### config.mk
export PLATFORM = sky130hd
export DESIGN_NAME = ccr_config_regs
export DESIGN_NICKNAME = d
export VERILOG_FILES = /design/src/hdl/ccr_pkg.sv /design/src/hdl/ccr_cfg_if.sv /design/src/hdl/ccr_config_regs.sv /design/src/hdl/ccr_sec_tick.sv
export SDC_FILE = /design/constraint.sdc
export NUM_CORES = 1
export LEC_CHECK = 0
export ABC_AREA = 1
export BUFFER_PORTS_ARGS = -buffer_cell sky130_fd_sc_hd__buf_2
export CORE_ASPECT_RATIO = 0.8
export CORE_MARGIN = 8
export CORE_UTILIZATION = 50
export CTS_CLUSTER_DIAMETER = 40
export DETAILED_ROUTE_END_ITERATION = 10
export PLACE_DENSITY = 0.79
export SLEW_MARGIN = 5
export SYNTH_ARGS = -nofsm -noshare
export SYNTH_HDL_FRONTEND = slang
export SYNTH_SLANG_ARGS = --single-unit
export TNS_END_PERCENT = 100
### constraint.sdc
create_clock -name core_clk -period 9.25 [get_ports core_clk]
set_clock_uncertainty 0.15 [all_clocks]
set_input_delay 1.3875 -clock core_clk [delete_from_list [all_inputs] [get_ports core_clk]]
set_output_delay 1.3875 -clock core_clk [all_outputs]
set_load 0.02 [all_outputs]
### src/hdl/ccr_pkg.sv
package ccr_pkg;
    // -----------------------------------------------------------------
    // register map
    // -----------------------------------------------------------------
    localparam logic [7:0] ADDR_TIMER_CTRL = 8'h05;
    localparam logic [7:0] ADDR_INPUT_PROT = 8'h06;
    localparam logic [7:0] ADDR_BATSW_CTRL = 8'h07;
    localparam logic [7:0] RST_TIMER_CTRL = 8'hBF;
    localparam logic [7:0] RST_INPUT_PROT = 8'hE6;
    localparam logic [7:0] RST_BATSW_CTRL = 8'h4C;
    // bits of the switch register that a watchdog expiry leaves alone
    localparam logic [7:0] BATSW_WD_KEEP = 8'h2B;

    // -----------------------------------------------------------------
    // field positions
    // -----------------------------------------------------------------
    localparam int TC_TERM_EN = 7;
    localparam int TC_DEGLITCH = 6;
    localparam int TC_WD_HI = 5;
    localparam int TC_WD_LO = 4;
    localparam int TC_SAFE_EN = 3;
    localparam int TC_SAFE_DUR = 2;
    localparam int TC_THERM = 1;
    localparam int TC_COLD = 0;
    localparam int IP_OVP_HI = 7;
    localparam int IP_OVP_LO = 6;
    localparam int IP_BOOST_HI = 5;
    localparam int IP_BOOST_LO = 4;
    localparam int IP_LIM_HI = 3;
    localparam int IP_LIM_LO = 0;
    localparam int BS_FORCE_DET = 7;
    localparam int BS_HALF_RATE = 6;
    localparam int BS_DISABLE = 5;
    localparam int BS_WARM_V = 4;
    localparam int BS_OFF_DLY = 3;
    localparam int BS_RST_EN = 2;
    localparam int BS_TRACK_HI = 1;
    localparam int BS_TRACK_LO = 0;

    // -----------------------------------------------------------------
    // timing and voltage figures
    // -----------------------------------------------------------------
    localparam int CLK_HZ = 100_000_000;
    localparam int WD_UNIT_S = 40;
    localparam int SWITCH_DELAY_S = 12;
    localparam int DEGLITCH_LONG_MS = 230;
    localparam int DEGLITCH_SHORT_MS = 16;
    localparam int SAFE_SHORT_H = 7;
    localparam int SAFE_LONG_H = 16;
    localparam int THERM_LOW_C = 80;
    localparam int THERM_HIGH_C = 120;
    localparam int COLD_HALF_PCT = 50;
    localparam int COLD_FIFTH_PCT = 20;
    localparam logic [13:0] LIM_STEP_MV = 14'h0064;
    localparam logic [13:0] OFS_00_MV = 14'h0F3C;   // 3900
    localparam logic [13:0] OFS_01_MV = 14'h170C;   // 5900
    localparam logic [13:0] OFS_10_MV = 14'h1D4C;   // 7500
    localparam logic [13:0] OFS_11_MV = 14'h2904;   // 10500
    localparam logic [13:0] TRACK_01_MV = 14'h00C8;
    localparam logic [13:0] TRACK_10_MV = 14'h00FA;
    localparam logic [13:0] TRACK_11_MV = 14'h012C;
    localparam logic [13:0] WARM_CAP_MV = 14'h1004;  // 4100

    typedef enum logic [1:0]
    {
        CCR_SW_ON = 2'b00,
        CCR_SW_WAIT = 2'b01,
        CCR_SW_OFF = 2'b11
    } ccr_sw_state_t;
endpackage

### src/hdl/ccr_cfg_if.sv
`timescale 1ns/100ps
interface ccr_cfg_if;
    logic [7:0] timer_ctrl;
    logic [7:0] input_prot;
    logic [7:0] batsw_ctrl;
    modport regs (output timer_ctrl, output input_prot, output batsw_ctrl);
    modport user (input timer_ctrl, input input_prot, input batsw_ctrl);
endinterface

### src/hdl/ccr_config_regs.sv
`timescale 1ns/100ps
module ccr_config_regs #(
    parameter int CYCLES_PER_SEC = ccr_pkg::CLK_HZ
)(
    input wire logic core_clk,
    input wire logic rst,
    input wire logic reg_wr,
    input wire logic reg_rd,
    input wire logic [7:0] reg_addr,
    input wire logic [7:0] reg_wdata,
    output logic [7:0] reg_rdata,
    output logic reg_rvalid,
    input wire logic reg_reset_cmd,
    input wire logic wd_refresh,
    input wire logic detect_done,
    input wire logic in_regulation,
    input wire logic [13:0] battery_mv,
    input wire logic [13:0] charge_v_mv,
    output logic wd_expired,
    output logic term_enable,
    output logic short_deglitch,
    output logic safety_timer_en,
    output logic long_safety_timer,
    output logic high_thermal_threshold,
    output logic cold_fifth_current,
    output logic [1:0] input_overvoltage_threshold,
    output logic [1:0] boost_output_voltage,
    output logic [13:0] input_limit_mv,
    output logic [13:0] warm_charge_mv,
    output logic force_input_detection,
    output logic safety_tick_half,
    output logic battery_switch_off,
    output logic battery_switch_reset_enable
);
    // -----------------------------------------------------------------
    // registers and write path
    // -----------------------------------------------------------------
    localparam int WD_MAX_S = 4 * ccr_pkg::WD_UNIT_S;
    ccr_cfg_if cfg ();
    logic [7:0] timer_ctrl_reg;
    logic [7:0] input_prot_reg;
    logic [7:0] batsw_ctrl_reg;
    logic [7:0] wd_sec_reg;
    logic sec_tick;
    logic half_phase_reg;
    logic [4:0] dly_sec_reg;
    logic [1:0] wd_sel;
    logic wd_fire;
    ccr_pkg::ccr_sw_state_t sw_state_reg;

    assign cfg.timer_ctrl = timer_ctrl_reg;
    assign cfg.input_prot = input_prot_reg;
    assign cfg.batsw_ctrl = batsw_ctrl_reg;
    assign wd_sel = timer_ctrl_reg[ccr_pkg::TC_WD_HI:ccr_pkg::TC_WD_LO];

    function automatic logic [7:0] wd_period(input logic [1:0] sel);
        wd_period = 8'(ccr_pkg::WD_UNIT_S) << (sel - 2'd1);
    endfunction

    function automatic logic is_write(input logic wr, input logic [7:0] a,
                                      input logic [7:0] want);
        is_write = wr && (a == want);
    endfunction

    assign wd_fire = (wd_sel != 2'b00) && sec_tick
                     && (wd_sec_reg + 8'h1 >= wd_period(wd_sel));

    ccr_sec_tick #(.CYCLES_PER_SEC(CYCLES_PER_SEC)) u_tick (
        .core_clk(core_clk),
        .rst(rst),
        .tick(sec_tick)
    );

    always_ff @(posedge core_clk or posedge rst)
    begin
        if (rst)
            timer_ctrl_reg <= ccr_pkg::RST_TIMER_CTRL;
        else if (reg_reset_cmd || wd_expired)
            timer_ctrl_reg <= ccr_pkg::RST_TIMER_CTRL;
        else if (is_write(reg_wr, reg_addr, ccr_pkg::ADDR_TIMER_CTRL))
            timer_ctrl_reg <= reg_wdata;
    end

    always_ff @(posedge core_clk or posedge rst)
    begin
        if (rst)
            input_prot_reg <= ccr_pkg::RST_INPUT_PROT;
        else if (reg_reset_cmd)
            input_prot_reg <= ccr_pkg::RST_INPUT_PROT;
        else if (is_write(reg_wr, reg_addr, ccr_pkg::ADDR_INPUT_PROT))
            input_prot_reg <= reg_wdata;
    end

    // hardware clear of the detect bit wins over a host write of the same cycle
    always_ff @(posedge core_clk or posedge rst)
    begin
        if (rst)
            batsw_ctrl_reg <= ccr_pkg::RST_BATSW_CTRL;
        else if (reg_reset_cmd)
            batsw_ctrl_reg <= ccr_pkg::RST_BATSW_CTRL;
        else if (wd_expired)
            batsw_ctrl_reg <= (batsw_ctrl_reg & ccr_pkg::BATSW_WD_KEEP)
                              | (ccr_pkg::RST_BATSW_CTRL & ~ccr_pkg::BATSW_WD_KEEP);
        else if (is_write(reg_wr, reg_addr, ccr_pkg::ADDR_BATSW_CTRL))
        begin
            batsw_ctrl_reg <= reg_wdata;
            if (detect_done)
                batsw_ctrl_reg[ccr_pkg::BS_FORCE_DET] <= 1'b0;
        end
        else if (detect_done)
            batsw_ctrl_reg[ccr_pkg::BS_FORCE_DET] <= 1'b0;
    end

    // -----------------------------------------------------------------
    // read path
    // -----------------------------------------------------------------
    always_ff @(posedge core_clk or posedge rst)
    begin
        if (rst)
        begin
            reg_rdata <= 8'h00;
            reg_rvalid <= 1'b0;
        end
        else
        begin
            reg_rvalid <= reg_rd;
            case (reg_addr)
                ccr_pkg::ADDR_TIMER_CTRL: reg_rdata <= timer_ctrl_reg;
                ccr_pkg::ADDR_INPUT_PROT: reg_rdata <= input_prot_reg;
                ccr_pkg::ADDR_BATSW_CTRL: reg_rdata <= batsw_ctrl_reg;
                default: reg_rdata <= 8'h00;
            endcase
        end
    end

    // -----------------------------------------------------------------
    // host watchdog
    // -----------------------------------------------------------------
    // a refresh or a write restarts the count; period changes take effect at once
    always_ff @(posedge core_clk or posedge rst)
    begin
        if (rst)
        begin
            wd_sec_reg <= 8'h00;
            wd_expired <= 1'b0;
        end
        else
        begin
            wd_expired <= wd_fire;
            if (wd_refresh || reg_wr || wd_sel == 2'b00 || wd_fire)
                wd_sec_reg <= 8'h00;
            else if (sec_tick)
                wd_sec_reg <= wd_sec_reg + 8'h1;
        end
    end

    // -----------------------------------------------------------------
    // battery switch off sequence
    // -----------------------------------------------------------------
    always_ff @(posedge core_clk or posedge rst)
    begin
        if (rst)
        begin
            sw_state_reg <= ccr_pkg::CCR_SW_ON;
            dly_sec_reg <= 5'h00;
        end
        else
        begin
            case (sw_state_reg)
                ccr_pkg::CCR_SW_ON:
                begin
                    dly_sec_reg <= 5'h00;
                    if (cfg.batsw_ctrl[ccr_pkg::BS_DISABLE])
                        sw_state_reg <= cfg.batsw_ctrl[ccr_pkg::BS_OFF_DLY]
                                        ? ccr_pkg::CCR_SW_WAIT : ccr_pkg::CCR_SW_OFF;
                end
                ccr_pkg::CCR_SW_WAIT:
                begin
                    if (!cfg.batsw_ctrl[ccr_pkg::BS_DISABLE])
                        sw_state_reg <= ccr_pkg::CCR_SW_ON;
                    else if (sec_tick)
                    begin
                        dly_sec_reg <= dly_sec_reg + 5'h01;
                        if (dly_sec_reg == 5'(ccr_pkg::SWITCH_DELAY_S - 1))
                            sw_state_reg <= ccr_pkg::CCR_SW_OFF;
                    end
                end
                ccr_pkg::CCR_SW_OFF:
                begin
                    if (!cfg.batsw_ctrl[ccr_pkg::BS_DISABLE])
                        sw_state_reg <= ccr_pkg::CCR_SW_ON;
                end
                default: sw_state_reg <= ccr_pkg::CCR_SW_ON;
            endcase
        end
    end

    // -----------------------------------------------------------------
    // decoded settings toward the analog side
    // -----------------------------------------------------------------
    logic [13:0] lim_base;
    logic [13:0] lim_reg_mv;
    logic [13:0] track_ofs;
    logic [13:0] track_mv;
    logic [1:0] track_sel;

    // the offset selector has no register bit here; it is held at its default code
    assign lim_base = ccr_pkg::OFS_00_MV;
    assign lim_reg_mv = lim_base + 14'(cfg.input_prot[ccr_pkg::IP_LIM_HI:ccr_pkg::IP_LIM_LO])
                        * ccr_pkg::LIM_STEP_MV;
    assign track_sel = cfg.batsw_ctrl[ccr_pkg::BS_TRACK_HI:ccr_pkg::BS_TRACK_LO];
    always_comb
    begin
        case (track_sel)
            2'b01: track_ofs = ccr_pkg::TRACK_01_MV;
            2'b10: track_ofs = ccr_pkg::TRACK_10_MV;
            2'b11: track_ofs = ccr_pkg::TRACK_11_MV;
            default: track_ofs = 14'h0000;
        endcase
    end
    assign track_mv = battery_mv + track_ofs;

    always_ff @(posedge core_clk or posedge rst)
    begin
        if (rst)
            half_phase_reg <= 1'b0;
        else if (sec_tick)
            half_phase_reg <= ~half_phase_reg;
    end

    always_ff @(posedge core_clk or posedge rst)
    begin
        if (rst)
        begin
            term_enable <= 1'b1;
            short_deglitch <= 1'b0;
            safety_timer_en <= 1'b1;
            long_safety_timer <= 1'b1;
            high_thermal_threshold <= 1'b1;
            cold_fifth_current <= 1'b1;
            input_overvoltage_threshold <= 2'b11;
            boost_output_voltage <= 2'b10;
            input_limit_mv <= 14'h0000;
            warm_charge_mv <= 14'h0000;
            force_input_detection <= 1'b0;
            safety_tick_half <= 1'b0;
            battery_switch_off <= 1'b0;
            battery_switch_reset_enable <= 1'b1;
        end
        else
        begin
            term_enable <= cfg.timer_ctrl[ccr_pkg::TC_TERM_EN];
            short_deglitch <= cfg.timer_ctrl[ccr_pkg::TC_DEGLITCH];
            safety_timer_en <= cfg.timer_ctrl[ccr_pkg::TC_SAFE_EN];
            long_safety_timer <= cfg.timer_ctrl[ccr_pkg::TC_SAFE_DUR];
            high_thermal_threshold <= cfg.timer_ctrl[ccr_pkg::TC_THERM];
            cold_fifth_current <= cfg.timer_ctrl[ccr_pkg::TC_COLD];
            input_overvoltage_threshold <=
                cfg.input_prot[ccr_pkg::IP_OVP_HI:ccr_pkg::IP_OVP_LO];
            boost_output_voltage <=
                cfg.input_prot[ccr_pkg::IP_BOOST_HI:ccr_pkg::IP_BOOST_LO];
            if (track_sel != 2'b00 && track_mv > lim_reg_mv)
                input_limit_mv <= track_mv;
            else
                input_limit_mv <= lim_reg_mv;
            if (!cfg.batsw_ctrl[ccr_pkg::BS_WARM_V] && charge_v_mv > ccr_pkg::WARM_CAP_MV)
                warm_charge_mv <= ccr_pkg::WARM_CAP_MV;
            else
                warm_charge_mv <= charge_v_mv;
            force_input_detection <= cfg.batsw_ctrl[ccr_pkg::BS_FORCE_DET];
            // one-second pulse, or every second one while slowed
            safety_tick_half <= sec_tick && cfg.timer_ctrl[ccr_pkg::TC_SAFE_EN]
                && (!(cfg.batsw_ctrl[ccr_pkg::BS_HALF_RATE] && in_regulation)
                    || half_phase_reg);
            battery_switch_off <= (sw_state_reg == ccr_pkg::CCR_SW_OFF);
            battery_switch_reset_enable <= cfg.batsw_ctrl[ccr_pkg::BS_RST_EN];
        end
    end

    // -----------------------------------------------------------------
    // checks
    // -----------------------------------------------------------------
    reg_reset_val_a: assert property (@(posedge core_clk) disable iff (rst)
        reg_reset_cmd |=> input_prot_reg == ccr_pkg::RST_INPUT_PROT)
        else $error("register reset missed input register");
    wd_restore_a: assert property (@(posedge core_clk) disable iff (rst)
        wd_expired && !reg_wr |=> timer_ctrl_reg == ccr_pkg::RST_TIMER_CTRL)
        else $error("watchdog did not restore timer register");
    wd_keep_a: assert property (@(posedge core_clk) disable iff (rst)
        wd_expired && !reg_reset_cmd |=>
        (batsw_ctrl_reg & ccr_pkg::BATSW_WD_KEEP)
        == ($past(batsw_ctrl_reg) & ccr_pkg::BATSW_WD_KEEP))
        else $error("watchdog touched register-reset-only bits");
    detect_clear_a: assert property (@(posedge core_clk) disable iff (rst)
        detect_done && !reg_reset_cmd |=> !batsw_ctrl_reg[ccr_pkg::BS_FORCE_DET])
        else $error("detect bit not cleared");
    term_follow_a: assert property (@(posedge core_clk) disable iff (rst)
        ##1 term_enable == $past(timer_ctrl_reg[ccr_pkg::TC_TERM_EN]))
        else $error("termination enable mismatch");
    sw_immediate_a: assert property (@(posedge core_clk) disable iff (rst)
        sw_state_reg == ccr_pkg::CCR_SW_ON && batsw_ctrl_reg[ccr_pkg::BS_DISABLE]
        && !batsw_ctrl_reg[ccr_pkg::BS_OFF_DLY] |=> ##1 battery_switch_off)
        else $error("immediate switch off late");
    sw_release_a: assert property (@(posedge core_clk) disable iff (rst)
        !batsw_ctrl_reg[ccr_pkg::BS_DISABLE] |=> ##1 !battery_switch_off)
        else $error("switch stayed off after enable");
    limit_max_a: assert property (@(posedge core_clk) disable iff (rst)
        // the limit output reads zero until the first edge after reset, so skip that edge
        !$past(rst) |-> input_limit_mv >= $past(lim_reg_mv))
        else $error("input limit below register threshold");
    wd_off_a: assert property (@(posedge core_clk) disable iff (rst)
        wd_sel == 2'b00 |=> !wd_expired)
        else $error("disabled watchdog expired");
    half_rate_a: assert property (@(posedge core_clk) disable iff (rst)
        safety_tick_half |-> $past(sec_tick))
        else $error("safety tick without second pulse");
endmodule

### src/hdl/ccr_sec_tick.sv
`timescale 1ns/100ps
module ccr_sec_tick #(
    parameter int CYCLES_PER_SEC = ccr_pkg::CLK_HZ
)(
    input wire logic core_clk,
    input wire logic rst,
    output logic tick
);
    // -----------------------------------------------------------------
    // one-second enable pulse
    // -----------------------------------------------------------------
    logic [31:0] cnt_reg;

    initial
    begin
        if (CYCLES_PER_SEC < 2)
            $error("CYCLES_PER_SEC must be at least 2");
    end

    always_ff @(posedge core_clk or posedge rst)
    begin
        if (rst)
        begin
            cnt_reg <= 32'h0;
            tick <= 1'b0;
        end
        else if (cnt_reg == 32'(CYCLES_PER_SEC - 1))
        begin
            cnt_reg <= 32'h0;
            tick <= 1'b1;
        end
        else
        begin
            cnt_reg <= cnt_reg + 32'h1;
            tick <= 1'b0;
        end
    end
endmodule
# After elaboration in Yosys (flattened, before gate mapping)
# Cells that the tools add are included.
[totals]
reg_bits = 125
in_bits = 52
out_inout_bits = 52
[classes]
n_addsub = 6
multipliers = 1
order_cmp = 3
n_eq_ne = 17
shifts = 1
n_mux = 28
bitwise = 1
reduce_logical = 31
[ops]
columns = ["cell", "n"]
rows = [
  ["$mux W8", 8],
  ["$add A32 B1 Y32 const B", 1],
  ["$eq A32 B27 Y1 const B", 1],
  ["$mux W32", 1],
  ["$mux W14", 2],
  ["$pmux W9 S3", 1],
  ["$eq A8 B3 Y1 const B", 3],
  ["$pmux W8 S3", 1],
  ["$add A14 B14 Y14", 1],
  ["$gt A14 B13 Y1", 1],
  ["$gt A14 B13 Y1 const B", 1],
  ["$reduce_bool A2 Y1", 7],
  ["$add A12 B11 Y13 const A", 1],
  ["$mux W2", 6],
  ["$logic_and A1 B1 Y1", 10],
  ["$mux W5", 2],
  ["$pmux W5 S2", 1],
  ["$mul A4 B5 Y9 const B", 1],
  ["$add A8 B1 Y8 const B", 1],
  ["$ge A8 B8 Y1", 1],
  ["$ne A2 B2 Y1 const B", 4],
  ["$shl A6 B2 Y8 const A", 1],
  ["$mux W7", 1],
  ["$eq A2 B2 Y1 const B", 3],
  ["18 further kinds", 28],
]

# Longest topological paths before layout
# Gate-level depths: netlist (run 1).
[depth]
depth_word = 6
depth_mapped = 24
mapped_depth_nobuf = 23

# Modules after synthesis
# Synthesis (run 1) repeated with hierarchy kept, for this count alone.
[hier_totals]
hier_cells = 837
area_unflattened_um2 = 6937.9
[by_module_without_submodules]
columns = ["module", "n_inst", "cells_per_inst", "area_each_um2", "seq_area_each_um2"]
rows = [
  ["ccr_config_regs", 1, 561, 4994.8, 2332.2],
  ["ccr_sec_tick", 1, 276, 1943.1, 825.8],
]

# Worst setup path after synthesis (run 1)
# Ideal clock, no wire load.
[synth_path]
kind = "input port to flip-flop"
from = "input port battery_mv[1]"
to = "register input_limit_mv[11]"
setup_time_ns = 0.117
arrival_ns = 3.691
t_required_ns = 8.983
slack_ns = 5.292
path_stages = 20
n_path_buf = 1
cell_sequence = "ha_1 inv_1 fa_1 o21ai_2 nand2_1 nand2_1 xor2_1 ha_1 a21o_1 nor2_1 nand2_1 nand2_1 nand2_1 nand2_1 nand2_1 nand2_1 nand2_2 buf_6 nand2_1 nand2_1"
[synth_via]
elab_chain_len = 4
[synth_rtl]
columns = ["element", "line_no", "text"]
rows = [
  ["start: declaration", "ccr_config_regs.sv:17", "input wire logic [13:0] battery_mv,"],
  ["$add A14 B14 Y14 (*)", "ccr_config_regs.sv:221", "assign track_mv = battery_mv + track_ofs;"],
  ["$gt A14 B13 Y1", "ccr_config_regs.sv:262", "if (track_sel != 2'b00 && track_mv > lim_reg_mv)"],
  ["$logic_and A1 B1 Y1", "ccr_config_regs.sv:262", ""],
  ["$mux W14 (*)", "ccr_config_regs.sv:262", ""],
  ["end signal: assignment", "ccr_config_regs.sv:263", "input_limit_mv <= track_mv;"],
  ["end signal: assignment", "ccr_config_regs.sv:265", "input_limit_mv <= lim_reg_mv;"],
  ["end: declaration", "ccr_config_regs.sv:28", "output logic [13:0] input_limit_mv,"],
]
# Every way passes the cells marked *; elsewhere a longest branch is shown, timed or not.
# A chain may end at the register's enable or synchronous reset.

# Worst setup path after layout (run 1)
[layout_path]
from = "input port battery_mv[1]"
to = "register input_limit_mv[12]"
# Same word-level chain as after synthesis.

==> results of run 1 <==
## where the power goes
| part | switching [mW] | total [mW] | internal, mW |
|---|---|---|---|
| Sequential | 0.00108 | 0.552 | 0.551 |
| Clock | 0.268 | 0.692 | 0.423 |
| Combinational | 0.0428 | 0.0637 | 0.0209 |
## per-layer routing
metal	up-vias	global-route usage [%]	wire length [um]
met5	-	0	0
met4	0	6.929	233
met3	23	5.975	1199
met2	202	27.44	6874
met1	2690	25.56	7549
li1	2776	-	-
## worst max-delay path, stage by stage
cell and delay (ns):
buf_2 0.08, ha_1 0.18, inv_1 0.07, fa_1 0.41
o21ai_2 0.27, nand2_1 0.09, nand2_1 0.13, xor2_1 0.21
ha_1 0.27, a21o_1 0.16, nor2_1 0.09, nand2_1 0.06
nand2_1 0.05, nand2_1 0.04, nand2_1 0.05, nand2_1 0.04
nand2_1 0.35, nand2_2 0.26, nand2_1 0.12, nand2_1 0.06
## worst max path at each step
stage	from	endpoint
detailed placement	battery_mv[1]	input_limit_mv[12]$_DFF_PP0_
global placement	battery_mv[1]	input_limit_mv[7]$_DFF_PP0_
global route	cfg.input_prot[2]$_DFFE_PP1P_	input_limit_mv[9]$_DFF_PP0_
CTS	battery_mv[1]	input_limit_mv[12]$_DFF_PP0_
finish	battery_mv[1]	input_limit_mv[12]$_DFF_PP0_
floorplan	rst	batsw_ctrl_reg[0]$_DFFE_PP0P_
## final cells by class
type / instances / area share (%)
well taps: 180 / 2.745
inverters: 135 / 6.207
clock buffers: 18 / 5.490
repair buffers: 104 / 6.375
multi-input cells: 524 / 38.60
clock inverters: 14 / 2.089
flip-flops and latches: 125 / 38.49
## cells by family (layout without fill, tap and decap cells)
family                   Yosys count  count (layout)
adder cells (fa/ha/maj)           45              45
XOR/XNOR                          45              45
AO/OA/AOI/OAI                     91              91
flip-flops                       125             125
AND/OR/NAND/NOR                  343             343
buffers and inverters            140             271
## synth_stat cells, types with 3 or more instances
cell,number
a21oi_1,34
a22oi_1,6
a31oi_1,4
dfrtp_1,101
dfstp_2,24
ha_1,43
inv_1,129
inv_2,5
nand2_1,139
nand2_2,8
nand2_4,3
nand3_1,44
nand4_1,13
nor2_1,83
nor2_2,4
nor2_4,4
nor3_1,21
nor3_2,3
nor3_4,3
nor4_1,4
o211ai_1,3
o21ai_0,19
o221ai_1,7
o22ai_1,5
or2_2,4
xnor2_1,12
xor2_1,33
## through the flow
step | cells | hold WS, ns
after floorplan | 789 | 0.2037
final | 1100 | 0.2176
after global placement | 1068 | 0.2091
after detailed placement | 1068 | 0.2094
after global routing | 1100 | 0.2262
after CTS | 1100 | 0.2188
## placed cells by master (no fill, tap or decap), drive strengths merged, types with 27 or more instances in the layout
master / Yosys / routed
inv: 134 / 142
nor2: 91 / 91
nand2: 150 / 150
a21oi: 35 / 35
nand3: 46 / 46
nor3: 27 / 27
ha: 43 / 43
dfrtp: 101 / 101
xor2: 33 / 33
buf: 3 / 104
==> out/summary.txt, run 1 <==
YOSYS
--------------------------------------------------------------------------------------------------
XOR/XNOR share of the synthesized area ..............................................       5.740%
Cells after synthesis ...............................................................          789
Ys flop type ........................................................................      dfrtp_1
Simple-gate portion of the synthesized area .........................................       23.83%
Cell taking the most area after synthesis ...........................................      dfrtp_1
Adder and majority gate portion of the synthesized area .............................       8.418%
Fraction of registers with async set/reset ..........................................       100.0%
Synth Area in Compound Gates ........................................................       8.127%
Post-synth net total ................................................................          886
Share of synthesized area spent on multiplexers .....................................           0%
Sequential-to-total area share from yosys stat ......................................       45.99%
Share of the synthesized area in the top cell type ..................................       36.81%
Post-Syn Area ....................................................................... 0.006867 mm2
Dominant combinational cell family by area after synthesis .......................... simple AND/OR/NAND/NOR gates
Post-synth EDFFs ....................................................................            0
Post-synthesis area per instance ....................................................    8.703 um2
Register bit total from synthesis ...................................................          125
Number of distinct library cells after synthesis ....................................           49
Yosys warnings ......................................................................            0
Cell types occupying the most area after synthesis .................................. dfrtp_1 37%, dfstp_2 9.2%, ha_1 7.8%

STA
--------------------------------------------------------------------------------------------------
Maximum operating frequency .........................................................   0.2354 GHz
Total negative slack ................................................................         0 ns
Worst-Margin Slew ...................................................................     1.001 ns
Final number of hold-violating endpoints ............................................            0
Final setup vio count ...............................................................            0
Final number of max-transition violations ...........................................            0
Fin crit period .....................................................................     4.248 ns
Max_slew headroom ...................................................................       33.24%
Minimum setup slack in the final design .............................................     5.002 ns
Unrepaired setup endpoints after global routing .....................................        false
Part of the cycle the worst path needs ..............................................       45.93%

PLACE
--------------------------------------------------------------------------------------------------
Dpl ws ..............................................................................     4.626 ns
Cell area after placement ........................................................... 0.007582 mm2
Last weighted congestion value of the routability-driven placer .....................       0.8893
Input/output buffers ................................................................          103
Half-perimeter wire length after detailed placement .................................     12070 um

DRT
--------------------------------------------------------------------------------------------------
Final routed wire length divided by cell count ......................................     14.42 um
Total DRC errors in the routed layout ...............................................            0
Total via count after detailed routing ..............................................         5691
Initial detailed-routing violation count ............................................          464
Number of antenna-violating nets in the routed design ...............................            0
Via density .........................................................................        5.174
Total routed wirelength .............................................................     15860 um
Number of search-and-repair iterations in the first detailed-routing pass ...........            7

SETUP PATH
--------------------------------------------------------------------------------------------------
Register-to-register path setup slack ...............................................      5.04 ns
Critical path fanouts, max ..........................................................           14
WP data required ....................................................................      9.41 ns
Setup crit end kind .................................................................     register
Critical path start-end classification .............................................. input port to register
Arrival time reported for the critical path endpoint ................................      4.41 ns
Category of the worst setup path launch point .......................................   input port
Number of cell instances on the worst register-to-register path .....................           17
R2R Path Start ...................................................................... cfg.input_prot[1]$_DFFE_PP1P_
Worst r2r dst ....................................................................... input_limit_mv[12]$_DFF_PP0_

CLOCK TREE
--------------------------------------------------------------------------------------------------
Clock transition time at the flip-flop clock pins of the worst setup and hold paths .      0.06 ns
Clock sink count ....................................................................          125
Worst-skew pair later-pin latency ...................................................      0.42 ns
Number of hold buffers added after cts ..............................................            0
Clock tree root buffer cell .........................................................    clkbuf_16
Buffers inserted by post-CTS timing repair ..........................................            0
Resized cells post-CTS ..............................................................            0
Max clock buf depth .................................................................            2
Total CTS buffers ...................................................................           17
Depth of the CTS H-tree .............................................................            4
CTS tree ............................................................................          yes

FINISH
--------------------------------------------------------------------------------------------------
Number of flip-flops under the largest register name ................................           32
Relative area change from synthesis to final layout .................................       19.48%
Number of inserted diodes ...........................................................            0
Final cell utilization of the core ..................................................       60.76%
Final layout net count ..............................................................         1004
Filler cells ........................................................................         1156
Register area ....................................................................... 0.003158 mm2
Final non-filler cell area .......................................................... 0.008204 mm2
Multi-input gate area in the final layout ........................................... 0.003167 mm2
Fraction of final layout cells sized beyond drive strength 1 ........................       22.17%

MIN PATH
--------------------------------------------------------------------------------------------------
Startpoint of the lowest-slack hold path ............................................ cfg.input_prot[5]$_DFFE_PP1P_
Hold/Removal Path Class ............................................................. register to register
Min-Delay Endpoint .................................................................. boost_output_voltage[1]$_DFF_PP1_
Number of instances on the worst hold path ..........................................            0

FLOORPLANNING
--------------------------------------------------------------------------------------------------
Boundary Pins .......................................................................          104
Chip Width ..........................................................................     147.0 um
Die H ...............................................................................     120.8 um
Cell Rows ...........................................................................           38
Core box area .......................................................................  0.01350 mm2
Initial cell density of the core ....................................................       50.85%
Die ar. .............................................................................  0.01776 mm2

GLOBAL ROUTE
--------------------------------------------------------------------------------------------------
Total global routing overflow .......................................................            0
Via count of the first global-routing pass ..........................................         5602
First-pass GRT wire length ..........................................................     26870 um
GRT Total Usage .....................................................................       18.72%
Antenna violations before repair ....................................................            0
Largest net degree at the start of global routing ...................................           84

STATUS
--------------------------------------------------------------------------------------------------
Run status .......................................................................... finished, final reports clean

PWR
--------------------------------------------------------------------------------------------------
Power density over cell area ........................................................ 159.4 mW/mm2
Leakage .............................................................................     4.437 nW
Peak VDD IR .........................................................................     151.8 uV
Total Power Consumption .............................................................     1.308 mW

FLOW RUN
--------------------------------------------------------------------------------------------------
Max capacitance violation total .....................................................            0

(Power assumes the default switching activity.)
==> run 2: changes to the inputs <==
--- a/config.mk
+++ b/config.mk
@@ -12,7 +12,7 @@
 export CORE_UTILIZATION = 50
 export CTS_CLUSTER_DIAMETER = 40
 export DETAILED_ROUTE_END_ITERATION = 10
-export PLACE_DENSITY = 0.79
+export PLACE_DENSITY = 0.82
 export SLEW_MARGIN = 5
 export SYNTH_ARGS = -nofsm -noshare
 export SYNTH_HDL_FRONTEND = slang
==> constraint.sdc (replaced) <==
create_clock -name core_clk -period 3.6 [get_ports core_clk]
set_clock_uncertainty 0.15 [all_clocks]
set_input_delay 0.54 -clock core_clk [delete_from_list [all_inputs] [get_ports core_clk]]
set_output_delay 0.54 -clock core_clk [all_outputs]
set_load 0.02 [all_outputs]
==> run 2 against run 1 <==
  * Clock-buffer cell count is 3 higher
  * Power rose to 2.5 times the previous value
  * Cell area up 4.7%
  * Register-to-register slack worse by 4.9 ns
  * Sequential cell count unchanged
  * Setup slack worse by 4.9 ns
  * Critical path depth fell by 1
==> out/summary.txt, run 2 (synthesis results as in run 1) <==
STATUS
--------------------------------------------------------------------------------------------------
Run status .......................................................................... finished, final reports clean

SETUP PATH
--------------------------------------------------------------------------------------------------
Critical Path, Cell by Cell ......................................................... inv_4 > ha_4 > ha_1 > nand2_1 > inv_1 > o21ai_1 > xor2_1 > buf_4 > nand3_1 > nor2_1 > inv_1 > ha_1 > nand2_1 > nor3_2 > a31oi_2 > nand2_4 > buf_4 > nand3_1 > nand2_1
CP max stage delay ..................................................................      0.56 ns   +0.15 ns
Arrival time reported for the critical path endpoint ................................      3.66 ns   -0.75 ns
Critical path start-end classification .............................................. register to register
Buffers and inverters on the worst path .............................................            5   +3
Gate family responsible for the most delay along the worst path .....................  adder cells
Category of the worst setup path launch point .......................................     register
Worst-path cell with the longest stage delay ........................................      dfstp_2
Critical path fanouts, max ..........................................................            5   -9
Setup crit end kind .................................................................     register
Critical path origin ................................................................ cfg.input_prot[1]$_DFFE_PP1P_
WP data required ....................................................................      3.75 ns   -5.66 ns
R2R Path Start ...................................................................... cfg.input_prot[1]$_DFFE_PP1P_
Most Frequent Cell on Critical Path .................................................      nand2_1

STA
--------------------------------------------------------------------------------------------------
Final number of hold-violating endpoints ............................................            0   unchanged
Final setup vio count ...............................................................            0   unchanged
Worst slack on hold paths ...........................................................   0.07203 ns   -0.1456 ns
Final number of max-transition violations ...........................................            0   unchanged
Fin crit period .....................................................................     3.503 ns
Worst-Margin Slew ...................................................................    0.6727 ns   -0.3288 ns
Max_slew headroom ...................................................................       55.06%   +22 points
Part of the cycle the worst path needs ..............................................       97.31%
Maximum operating frequency .........................................................   0.2855 GHz

GLOBAL ROUTE
--------------------------------------------------------------------------------------------------
GRT Total Usage .....................................................................       18.81%   +0.084 points
Antenna violations before repair ....................................................            0   unchanged
Largest net degree at the start of global routing ...................................           97   +15%
First-pass GRT wire length ..........................................................     27180 um   +1.2%
Total global routing overflow .......................................................            0   unchanged
Via count of the first global-routing pass ..........................................         5607   +0.089%

PWR
--------------------------------------------------------------------------------------------------
Power density over cell area ........................................................ 383.8 mW/mm2   +140%
Switching Fraction ..................................................................       23.70%   -0.18 points
Share of power burned in registers ..................................................        43.1%   +0.9 points
Peak VDD IR .........................................................................     331.6 uV   +120%
Combinational cell fraction of total power ..........................................         5.4%   +0.5 points
Leakage .............................................................................     4.540 nW   +2.3%
Switching power summed over all nets ................................................    0.7815 mW   +150%
Total Power Consumption .............................................................     3.297 mW   +150%
Cell-internal power .................................................................     2.516 mW   +150%
Power share of the clock group ......................................................        51.5%   -1.4 points

FINISH
--------------------------------------------------------------------------------------------------
Final cell utilization of the core ..................................................       63.63%   +2.9 points
Relative area change from synthesis to final layout .................................       25.13%
Most common library cell in the layout ignoring fill and taps .......................      nand2_1
Final layout net count ..............................................................         1022   +1.8%
Final cell count without fillers ....................................................         1118   +1.6%
Filler cells ........................................................................         1039   -10%
Fraction of final layout cells sized beyond drive strength 1 ........................       28.46%   +6.3 points
Register area ....................................................................... 0.003159 mm2   about the same
Multi-input gate area in the final layout ........................................... 0.003423 mm2   +8.1%
Number of inserted diodes ...........................................................            0   unchanged
Highest-count cells in the layout ignoring fill and taps ............................ 132 x nand2_1, 122 x inv_1, 103 x buf_2
Number of flip-flops under the largest register name ................................           32   unchanged

MIN PATH
--------------------------------------------------------------------------------------------------
Hold/Removal Path Class ............................................................. input port to asynchronous set/reset pin

CLOCK TREE
--------------------------------------------------------------------------------------------------
Clock transition time at the flip-flop clock pins of the worst setup and hold paths .      0.06 ns   about the same
Depth of the CTS H-tree .............................................................            4   unchanged
Total CTS buffers ...................................................................           17   unchanged
Max clock buf depth .................................................................            2   unchanged
Clock tree root buffer cell .........................................................    clkbuf_16
CTS tree ............................................................................          yes
Worst-skew pair later-pin latency ...................................................      0.41 ns   about the same
Number of hold buffers added after cts ..............................................            0   unchanged
Clock sink count ....................................................................          125   unchanged

DRT
--------------------------------------------------------------------------------------------------
Number of search-and-repair iterations in the first detailed-routing pass ...........            5   -2
Final routed wire length divided by cell count ......................................     14.95 um   +3.7%
Number of antenna-violating nets in the routed design ...............................            0   unchanged
Total routed wirelength .............................................................     16710 um   +5.4%
Total DRC errors in the routed layout ...............................................            0   unchanged
Initial detailed-routing violation count ............................................          521   +12%
Total via count after detailed routing ..............................................         5806   +2.0%
Via density .........................................................................        5.193   +0.38%

PLACE
--------------------------------------------------------------------------------------------------
Input/output buffers ................................................................          103   unchanged
Half-perimeter wire length after detailed placement .................................     11920 um   -1.2%
Last weighted congestion value of the routability-driven placer .....................       0.9238   +3.9%
Placed instance count ...............................................................         1079   +1.0%

FLOW RUN
--------------------------------------------------------------------------------------------------
Max capacitance violation total .....................................................            0   unchanged

FLOORPLANNING
--------------------------------------------------------------------------------------------------
Initial cell density of the core ....................................................       50.85%   unchanged
Die H ...............................................................................     120.8 um   unchanged
Die ar. .............................................................................  0.01776 mm2   unchanged
Core box area .......................................................................  0.01350 mm2   unchanged
Cell Rows ...........................................................................           38   unchanged
Boundary Pins .......................................................................          104   unchanged
Chip Width ..........................................................................     147.0 um   unchanged

==> run 2: cell count changes in the layout (fill, tap and decap cells not counted), sizes merged <==
cell,change
inv,-3
bufinv,-2
buf,+17
clkbuf,+3
nand2,+1
clkinvlp,+1
clkinv,+1
==> run 2: metal layers <==
| metal | GRT usage [%] | up-vias | share of wire (%) |
|---|---|---|---|
| met2 | 28.16 | 239 | 44 |
| met3 | 5.527 | 25 | 8.2 |
| met5 | 0 | - | 0 |
| met4 | 6.612 | 0 | 1.7 |
| li1 | - | 2818 | - |
| met1 | 25.62 | 2724 | 46 |
==> run 2: cell type report <==
| type | instances | area share (%) |
|---|---|---|
| Multi-Input combinational cell | 525 | 39.84 |
| Clock inverter | 11 | 1.048 |
| Timing Repair Buffer | 121 | 7.762 |
| Tap cell | 180 | 2.621 |
| Sequential cell | 125 | 36.77 |
| Inverter | 135 | 5.971 |
| Clock buffer | 21 | 5.985 |
==> run 2: per-stage QoR <==
step	area [um2]	setup TNS [ns]	worst slack, ns
floorplan	6870	0	0.1240
global placement	7679	0	0.06962
detailed placement	7679	-0.8714	-0.09622
CTS	8329	0	0.02560
global route	8592	-0.9275	-0.1341
finish	8592	0	0.09697
==> run 2: final timing paths <==
path	endpoint	slack [ns]	cells after the start
max	input_limit_mv[5]$_DFF_PP0_	0.1	19
min	reg_rvalid$_DFF_PP0_	0.07	2
max reg2reg	input_limit_mv[5]$_DFF_PP0_	0.1	19
min reg2reg	boost_output_voltage[1]$_DFF_PP1_	0.21	0
max in group asynchronous	batsw_ctrl_reg[1]$_DFFE_PP0P_	2.31	3
min in group core_clk	reg_rvalid$_DFF_PP0_	0.08	1
==> run 2: power groups by stage <==
| stage | clock, mW | sequential, mW | combinational, mW |
|---|---|---|---|
| after floorplan | 0 | 1.46 | 0.0848 |
| after global placement | 0 | 1.44 | 0.164 |
| after detailed placement | 0 | 1.44 | 0.167 |
| after CTS | 1.72 | 1.42 | 0.169 |
| after global routing | 1.79 | 1.42 | 0.200 |
| final | 1.70 | 1.42 | 0.180 |
==> run 2: repair_timing <==
| item | CTS | global route |
|---|---|---|
| endpoints found under the setup margin | 13 | 13 |
| pin swaps | 3 | 15 |
| cloned | 0 | 2 |
| hold endpoints to repair | 0 | 0 |
| buffers inserted | 1 | 4 |
| gates resized for setup | 7 | 49 |
